`src/shared/tpg_pkg.sv`:
```
// Purpose: constants for the twelve-pin general-purpose port
// Assumes: register port is a simple strobed address/data port, 16-bit words
// Notes:   register map below
package tpg_pkg;
  // ----------------------------------------
  // register map
  // ----------------------------------------
  localparam logic [7:0]  ADDR_PIN_DIRECTION      = 8'h33;
  localparam logic [7:0]  ADDR_PIN_OUTPUT_VALUE   = 8'h34;
  localparam logic [7:0]  ADDR_PIN_LEVEL_READBACK = 8'h35;
  localparam int          PIN_COUNT               = 12;
  localparam int          REG_WIDTH               = 16;
  localparam logic [15:0] RST_PIN_DIRECTION       = 16'h0000;
  localparam logic [15:0] RST_PIN_OUTPUT_VALUE    = 16'h0000;
  localparam logic [11:0] RST_PIN_SYNC            = 12'h000;
endpackage : tpg_pkg

```
`src/tpg_gpio_port.sv`:
```
// Purpose: twelve general-purpose pins with direction, output and readback registers
// Assumes: register port: i_reg_wr / i_reg_rd one-cycle strobes with address and data
// Notes:   read data is registered, valid the cycle after i_reg_rd
`timescale 1ns/100ps
module tpg_gpio_port (
  input  wire logic        i_clk,
  input  wire logic        i_sys_rst,
  input  wire logic        i_reg_wr,
  input  wire logic        i_reg_rd,
  input  wire logic [7:0]  i_reg_addr,
  input  wire logic [15:0] i_reg_wdata,
  output logic      [15:0] o_reg_rdata,
  output logic             o_reg_rvalid,
  input  wire logic [11:0] i_pin,
  output logic      [11:0] o_pin,
  output logic      [11:0] o_pin_oe_n
);
  logic [11:0] pin_direction_q;
  logic [11:0] pin_output_value_q;
  logic [11:0] pin_level_ext;
  logic [11:0] readback;
  logic [15:0] rdata_q;
  logic        rvalid_q;

  // ----------------------------------------
  // helpers
  // ----------------------------------------
  function automatic logic hit(input logic [7:0] a, input logic [7:0] r);
    hit = (a == r);
  endfunction : hit

  // ----------------------------------------
  // writable registers
  // ----------------------------------------
  // only bits 11..0 are stored, so reserved bits cannot gain a function
  always_ff @(posedge i_clk) begin
    if (i_sys_rst) begin
      pin_direction_q <= tpg_pkg::RST_PIN_DIRECTION[11:0];
    end else if (i_reg_wr && hit(i_reg_addr, tpg_pkg::ADDR_PIN_DIRECTION)) begin
      pin_direction_q <= i_reg_wdata[11:0];
    end
  end

  always_ff @(posedge i_clk) begin
    if (i_sys_rst) begin
      pin_output_value_q <= tpg_pkg::RST_PIN_OUTPUT_VALUE[11:0];
    end else if (i_reg_wr && hit(i_reg_addr, tpg_pkg::ADDR_PIN_OUTPUT_VALUE)) begin
      pin_output_value_q <= i_reg_wdata[11:0];
    end
  end
  // writes to the readback address fall through both decodes above

  // ----------------------------------------
  // pins
  // ----------------------------------------
  tpg_pin_sync u_sync (
    .i_clk     (i_clk),
    .i_sys_rst (i_sys_rst),
    .i_pin     (i_pin),
    .o_level   (pin_level_ext)
  );

  genvar g;
  generate
    for (g = 0; g < tpg_pkg::PIN_COUNT; g++) begin : g_pin
      // input pins: driver off, stored bit masked
      assign o_pin_oe_n[g] = ~pin_direction_q[g];
      assign o_pin[g]      = pin_direction_q[g] & pin_output_value_q[g];
      // output pins read back their stored bit, not the wire
      assign readback[g]   = pin_direction_q[g] ? pin_output_value_q[g] : pin_level_ext[g];
    end
  endgenerate

  // ----------------------------------------
  // read port
  // ----------------------------------------
  always_ff @(posedge i_clk) begin
    if (i_sys_rst) begin
      rdata_q <= 16'h0000;
    end else if (i_reg_rd) begin
      case (i_reg_addr)
        tpg_pkg::ADDR_PIN_DIRECTION:      rdata_q <= {4'h0, pin_direction_q};
        tpg_pkg::ADDR_PIN_OUTPUT_VALUE:   rdata_q <= {4'h0, pin_output_value_q};
        tpg_pkg::ADDR_PIN_LEVEL_READBACK: rdata_q <= {4'h0, readback};
        default:                          rdata_q <= 16'h0000;
      endcase
    end
  end

  always_ff @(posedge i_clk) begin
    if (i_sys_rst) begin
      rvalid_q <= 1'b0;
    end else begin
      rvalid_q <= i_reg_rd;
    end
  end

  assign o_reg_rdata  = rdata_q;
  assign o_reg_rvalid = rvalid_q;

  // ----------------------------------------
  // checks
  // ----------------------------------------
  a_input_hiz: assert property (@(posedge i_clk) disable iff (i_sys_rst)
    &o_pin_oe_n[11:0] |-> (o_pin == 12'h000)) else $error("input pin driven");
  a_in_masked: assert property (@(posedge i_clk) disable iff (i_sys_rst)
    ((o_pin & ~pin_direction_q) == 12'h000)) else $error("input pin drive not masked");
  a_dir_write_oe: assert property (@(posedge i_clk) disable iff (i_sys_rst)
    (i_reg_wr && i_reg_addr == tpg_pkg::ADDR_PIN_DIRECTION) |=>
      (o_pin_oe_n == ~$past(i_reg_wdata[11:0])))
    else $error("oe does not follow direction write");
  a_out_drive: assert property (@(posedge i_clk) disable iff (i_sys_rst)
    ((~o_pin_oe_n) & (o_pin ^ pin_output_value_q)) == 12'h000) else $error("drive mismatch");
  a_rb_output: assert property (@(posedge i_clk) disable iff (i_sys_rst)
    (i_reg_rd && i_reg_addr == tpg_pkg::ADDR_PIN_LEVEL_READBACK) |=>
      ((o_reg_rdata[11:0] & $past(pin_direction_q)) ==
       ($past(pin_output_value_q) & $past(pin_direction_q)))) else $error("readback wrong");
  a_reserved_zero: assert property (@(posedge i_clk) disable iff (i_sys_rst)
    o_reg_rvalid |-> (o_reg_rdata[15:12] == 4'h0)) else $error("reserved bits set");
  // checked at the first edge after release; the first edge of all has no history
  a_dir_reset: assert property (@(posedge i_clk)
    $fell(i_sys_rst) |-> (o_pin_oe_n == 12'hfff)) else $error("direction not reset");
  a_out_reset: assert property (@(posedge i_clk)
    $fell(i_sys_rst) |-> (pin_output_value_q == 12'h000)) else $error("output not reset");
  a_ro_write: assert property (@(posedge i_clk) disable iff (i_sys_rst)
    (i_reg_wr && i_reg_addr == tpg_pkg::ADDR_PIN_LEVEL_READBACK) |=> ($stable(pin_direction_q) &&
      $stable(pin_output_value_q))) else $error("readback write had effect");
  a_in_level: assert property (@(posedge i_clk) disable iff (i_sys_rst)
    (i_reg_rd && i_reg_addr == tpg_pkg::ADDR_PIN_LEVEL_READBACK &&
     pin_direction_q == 12'h000) |=>
      (o_reg_rdata[11:0] == $past(pin_level_ext))) else $error("input level wrong");
endmodule : tpg_gpio_port

```
`src/tpg_pin_sync.sv`:
```
// Purpose: three-stage synchroniser for the twelve pin inputs
// Assumes: pins are asynchronous to i_clk
// Notes:   a change is accepted once stages two and three agree
`timescale 1ns/100ps
module tpg_pin_sync (
  input  wire logic        i_clk,
  input  wire logic        i_sys_rst,
  input  wire logic [11:0] i_pin,
  output logic      [11:0] o_level
);
  logic [11:0] meta_q;
  logic [11:0] s2_q;
  logic [11:0] s3_q;
  logic [11:0] level_q;

  // ----------------------------------------
  // stages
  // ----------------------------------------
  always_ff @(posedge i_clk) begin
    if (i_sys_rst) begin
      meta_q <= tpg_pkg::RST_PIN_SYNC;
      s2_q   <= tpg_pkg::RST_PIN_SYNC;
      s3_q   <= tpg_pkg::RST_PIN_SYNC;
    end else begin
      meta_q <= i_pin;
      s2_q   <= meta_q;
      s3_q   <= s2_q;
    end
  end

  // per-bit agreement filter; meta_q feeds nothing else
  genvar g;
  generate
    for (g = 0; g < tpg_pkg::PIN_COUNT; g++) begin : g_agree
      always_ff @(posedge i_clk) begin
        if (i_sys_rst) begin
          level_q[g] <= tpg_pkg::RST_PIN_SYNC[g];
        end else if (s2_q[g] == s3_q[g]) begin
          level_q[g] <= s3_q[g];
        end
      end
    end
  endgenerate

  assign o_level = level_q;
endmodule : tpg_pin_sync

```
`config.mk`:
```
export PLATFORM = sky130hd
export DESIGN_NAME = tpg_gpio_port
export DESIGN_NICKNAME = d
export VERILOG_FILES = /design/src/shared/tpg_pkg.sv /design/src/tpg_gpio_port.sv /design/src/tpg_pin_sync.sv
export SDC_FILE = /design/constraint.sdc
export NUM_CORES = 1
export LEC_CHECK = 0
export ABC_AREA = 1
export BUFFER_PORTS_ARGS = -buffer_cell sky130_fd_sc_hd__buf_2
export CAP_MARGIN = 20
export CORE_UTILIZATION = 57
export DETAILED_ROUTE_END_ITERATION = 8
export PLACE_DENSITY_LB_ADDON = 0.12
export SLEW_MARGIN = 20
export SYNTH_ARGS = -nofsm -noshare
export SYNTH_HDL_FRONTEND = slang
export SYNTH_HIERARCHICAL = 1
export SYNTH_SLANG_ARGS = --single-unit
```
`constraint.sdc`:
```
create_clock -name i_clk -period 1.6 [get_ports i_clk]
set_input_delay 0.08 -clock i_clk [delete_from_list [all_inputs] [get_ports i_clk]]
set_output_delay 0.08 -clock i_clk [all_outputs]
set_load 0.05 [all_outputs]
```
; ---- After elaboration in Yosys (flattened, before gate mapping)
; Cells that the tools add are included.
[totals]
register_bits = 89
out_inout_bits = 41
wordCells = 73
[classes]
eq_ne = 15
n_mux = 13
n_bitwise = 24
reduce_logical = 2
[op_table]
columns = operator, n
row1 = one-hot mux 12 bit (3 select lines), 1
row2 = equality test 8 x 6 -> 1 bit (second input constant), 3
row3 = bitwise AND 1 bit, 12
row4 = equality test 1 bit, 12
row5 = two-way mux 1 bit, 12
row6 = NOT 1 bit, 12
row7 = logical AND 1 bit, 2

; ---- Logic depth before layout (Yosys ltp)
[depth]
depth_word = 2
mapped_depth = 8

; ---- Hierarchy
; The synthesis kept the hierarchy.
[modules_own_cells]
columns = module, instances, cells_each, area_per_inst_um2, seq_area_each_um2
row1 = tpg_gpio_port, 1, 286, 2044.5, 740.7
row2 = tpg_pin_sync, 1, 162, 1511.4, 960.9

; ---- Least setup slack after synthesis
; Ideal clock, no wire load.
[synth_timing]
path_type = register -> register
start = register pin_direction_q[1]
end = register rdata_q[1], in the netlist o_reg_rdata[1]
setup_time_ns = 0.072
arrival_ns = 1.088
path_slack_ns = 0.440
stages_incl_launch_ff = 8
n_path_buf = 0
synth_period_minus_slack_ns = 1.160
cell_sequence = dfxtp_1 -> inv_1 -> nand2_1 -> nand2_1 -> nand3_1 -> nand3_1 -> nand2_1 -> a21oi_1
[synth_between]
elab_chain_cells = 2
[synth_lines]
columns = element, line
row1 = start: declaration, tpg_gpio_port.sv:18  ; logic [11:0] pin_direction_q;
row2 = start signal: assignment, tpg_gpio_port.sv:38  ; pin_direction_q <= tpg_pkg::RST_PIN_DIRECTION[11:0];
row3 = start signal: assignment, tpg_gpio_port.sv:40  ; pin_direction_q <= i_reg_wdata[11:0];
row4 = two-way mux 1 bit, tpg_gpio_port.sv:70  ; assign readback[g] = pin_direction_q[g] ? pin_output_value_q[g] : pin_level_ext[g];
row5 = one-hot mux 12 bit (3 select lines) (*), tpg_gpio_port.sv:81  ; case (i_reg_addr)
row6 = end signal: assignment, tpg_gpio_port.sv:82  ; tpg_pkg::ADDR_PIN_DIRECTION: rdata_q <= {4'h0, pin_direction_q};
row7 = end signal: assignment, tpg_gpio_port.sv:83  ; tpg_pkg::ADDR_PIN_OUTPUT_VALUE: rdata_q <= {4'h0, pin_output_value_q};
row8 = end signal: assignment, tpg_gpio_port.sv:84  ; tpg_pkg::ADDR_PIN_LEVEL_READBACK: rdata_q <= {4'h0, readback};
row9 = end: declaration, tpg_gpio_port.sv:22  ; logic [15:0] rdata_q;
; Every way passes the cells marked *; elsewhere a longest branch is shown, timed or not.
; A chain may end at the register's enable or synchronous reset.

; ---- Worst setup path in the final report
[layout_timing]
start = register pin_direction_q[5]
end = output port o_pin[5]
[layout_between]
elab_chain_cells = 1
[layout_lines]
columns = element, line
row1 = bitwise AND 1 bit, tpg_gpio_port.sv:68  ; assign o_pin[g] = pin_direction_q[g] & pin_output_value_q[g];
row2 = end: declaration, tpg_gpio_port.sv:15  ; output logic [11:0] o_pin,
; No other way between the ends.

==> summary.md <==
| Metric | Value |
|---|---|
| Status | `complete, no violations` |
| Die height | `81.0 um` |
| Top-area cell type share of the netlist area | `47.9%` |
| R2r startpoint | `pin_direction_q[5]` |
| Biggest cell delay along the critical path | `0.37 ns` |
| Worst-Skew Late Latency | `0.34 ns` |
| Crit path DAT | `1.10 ns` |
| Multi-input gate area | `1390 um^2` |
| Post-synth EDFFs | `0` |
| Synth unique cells | `25` |
| DRC viols | `0` |
| Mapped Cells | `448` |
| Boundary pin count | `81` |
| Die X | `81.0 um` |
| Skew final | `0.00723 ns` |
| R2R setup slack | `0.58 ns` |
| Initial antenna violation count | `0` |
| Critical Path Fanout Max | `3` |
| Crit Path Class | `reg2out` |
| Met3 Track Usage GR | `4.72%` |
| MaxCap Viol Count | `0` |
| Yosys top cell by area | `dfxtp_1` |
| CTS Buffer Depth | `2` |
| Peak supply drop | `0.000533 V` |
| Vias per cell | `4.89` |
| Antenna diodes | `0` |
| Final Hold Viols | `0` |
| DRT antenna net count | `0` |
| GRT Residual Overflow | `0` |
| Min Tclk post-route | `1.18 ns` |
| Leakage power | `1.91 nW` |
| Fillcell total | `512` |
| Detailed-route via count | `2960` |
| Setup violators final | `0` |
| Setup bufs post-CTS | `0` |
| Post-synthesis sequential area ratio | `47.9%` |
| DP Wirelength | `4620 um` |
| CP Capture Type | `output pin` |
| Synth warnings | `6` |
| Cells along the critical path | `nand2_1, inv_1, buf_2` |
| Max frequency | `844 MHz` |
| First-pass GRT wire length | `10900 um` |
| FF+latch count, synth | `85` |
| Commonest cells after routing, fill and taps aside | `dfxtp_1 (85), nand2_1 (76), buf_2 (72), inv_1 (64), nor2_1 (51)` |
| Final core utilization | `70.5%` |
| Clock slew at reported path FFs | `0.09 ns` |
| CTS buffer count | `9` |
| Slew Viols, Final | `0` |
| Primary FF master, synth | `dfxtp_1` |
| Layout cells sized above 1 | `26.4%` |
| Placer Congestion | `0.780` |
| Buffers on Ports | `72` |
| DR iter-0 viols | `166` |
| Vias in the first global route | `2560` |
| Commonest non-fill, non-tap cell in the layout | `dfxtp_1` |
| Finished Cell Area | `4200 um^2` |
| Unrepaired setup endpoints after global routing | `false` |
| Met2 GRT Util | `36.5%` |
| TNS Setup | `0 ns` |
| R2R Path End | `o_reg_rdata[5]` |
| Async set or reset register ratio after synthesis | `0%` |
| Period utilization | `74.0%` |
| Reg2reg path depth | `7` |
| Initial Utilization | `59.7%` |
| Cell Area, Synth | `3560 um^2` |
| Pre-antenna DRT Iters | `4` |
| Drt total wl | `6690 um` |
| Global Route Usage Sum | `21.7%` |
| Largest net degree at the start of global routing | `45` |
| Crit-path slowest cell | `dfxtp_1` |
| Placed insts | `578` |
| Critical Path Start | `pin_direction_q[5]` |
| Top cells by area, synth | `dfxtp_1 (48%), nand2_1 (8.0%), nand3_1 (6.8%), inv_1 (6.8%), nor2_1 (5.4%)` |
| Met1 Usage GRT | `26.9%` |
| Worst Setup Start Kind | `flip-flop` |
| P per Cell Area | `933 nW/um^2` |
| CTS tree | `built` |
| GR peak layer | `met2` |
| Area after DPL | `3880 um^2` |
| CTS root buffer | `clkbuf_8` |
| Die area | `6560 um^2` |
| Syn avg cell area | `7.94 um^2` |
| Nets | `566` |
| Post-Layout Cell Count | `605` |
| Area Growth Syn to Fin | `18.0%` |
| Worst min path class | `in2reg` |
| WHS | `0.0318 ns` |
| Num rows | `28` |
| Wire length per cell | `11.1 um` |
| Clock sink total | `85` |
| CP endpoint | `o_pin[5]` |
| Core area | `5960 um^2` |
| H-Tree Depth | `3` |
| Register area | `1700 um^2` |
| Required @ worst endpoint | `1.52 ns` |
[how the worst min path moves through the flow]
stage	startpoint	endpoint	cells after the start	slack (ns)
final	i_reg_wdata[3]	pin_output_value_q[3]	3	0.03
after global routing	i_reg_wdata[1]	pin_output_value_q[1]	3	0.02
after CTS	i_reg_wdata[7]	pin_output_value_q[7]	3	0.01
after detailed placement	i_pin[2]	u_sync/meta_q[2]	3	0.29
after global placement	i_pin[8]	u_sync/meta_q[8]	3	0.28
after floorplan	i_pin[0]	u_sync/meta_q[0]	2	0.19
[sequential cells by signal (all words and copies together) (netlist names)]
signal and cells:
o_reg_rdata 12, o_reg_rvalid 1, pin_direction_q 12, pin_output_value_q 12, u_sync/meta_q 12, u_sync/o_level 12, u_sync/s2_q 12, u_sync/s3_q 12
[kinds of logic (layout without fill, tap and decap cells)]
kind of cell	after synthesis	after routing	synth area share, %
buf+inv	96	175	13.3
simple gates	206	206	26.7
flops	85	85	47.9
other cells	1	4	0.105
compound gates	60	60	12.0
[per-stage QoR]
stage / worst slack (ns) / power (mW)
after floorplan: 0.440 / 2.39
after global placement: 0.324 / 2.45
after detailed placement: 0.272 / 2.45
after CTS: 0.395 / 3.96
after global routing: 0.328 / 4.10
final: 0.415 / 3.92
[synth_stat cells (2+ instances only)]
master and count:
dfxtp_1 85, nand2_1 76, inv_1 64, nor2_1 51, nand3_1 48, a21oi_1 36
a211oi_2 12, nand4_1 12, nor2_2 11, o21ai_2 10, buf_4 9, buf_6 7
buf_2 6, clkbuf_1 4, inv_2 3, nand2_2 3, nor2_4 2, o21ai_0 2
[report_power, final]
group	total (mW)	switching (mW)	leakage (nW)	internal [mW]
combinational	0.253	0.161	1.12	0.0920
sequential	2.17	0.0184	0.691	2.15
clock	1.49	0.731	0.0987	0.761
[layer usage]
metal,up-vias,share of wire [%]
li1,1562,-
met1,1312,46
met2,80,49
met3,6,4.4
met4,0,0.81
met5,-,0
[layout make-up]
class	count	area share, %
inverters	68	6.14
multi-input cells	270	33.2
flip-flops and latches	85	40.5
well taps	75	2.24
repair buffers	92	13.2
clock buffers	10	3.28
clock inverters	5	1.43
[what timing repair did]
action	in CTS	in global routing
hold endpoints to repair	12	0
hold buffers	12	0
resized for setup	0	0
[critical path: cells and delay by family, from the launching register on]
kind	cells	cell delay [ns]
flip-flops	1	0.37
buffers and inverters	2	0.31
AND/OR/NAND/NOR	1	0.09
Power figures use the tool's default switching activity.
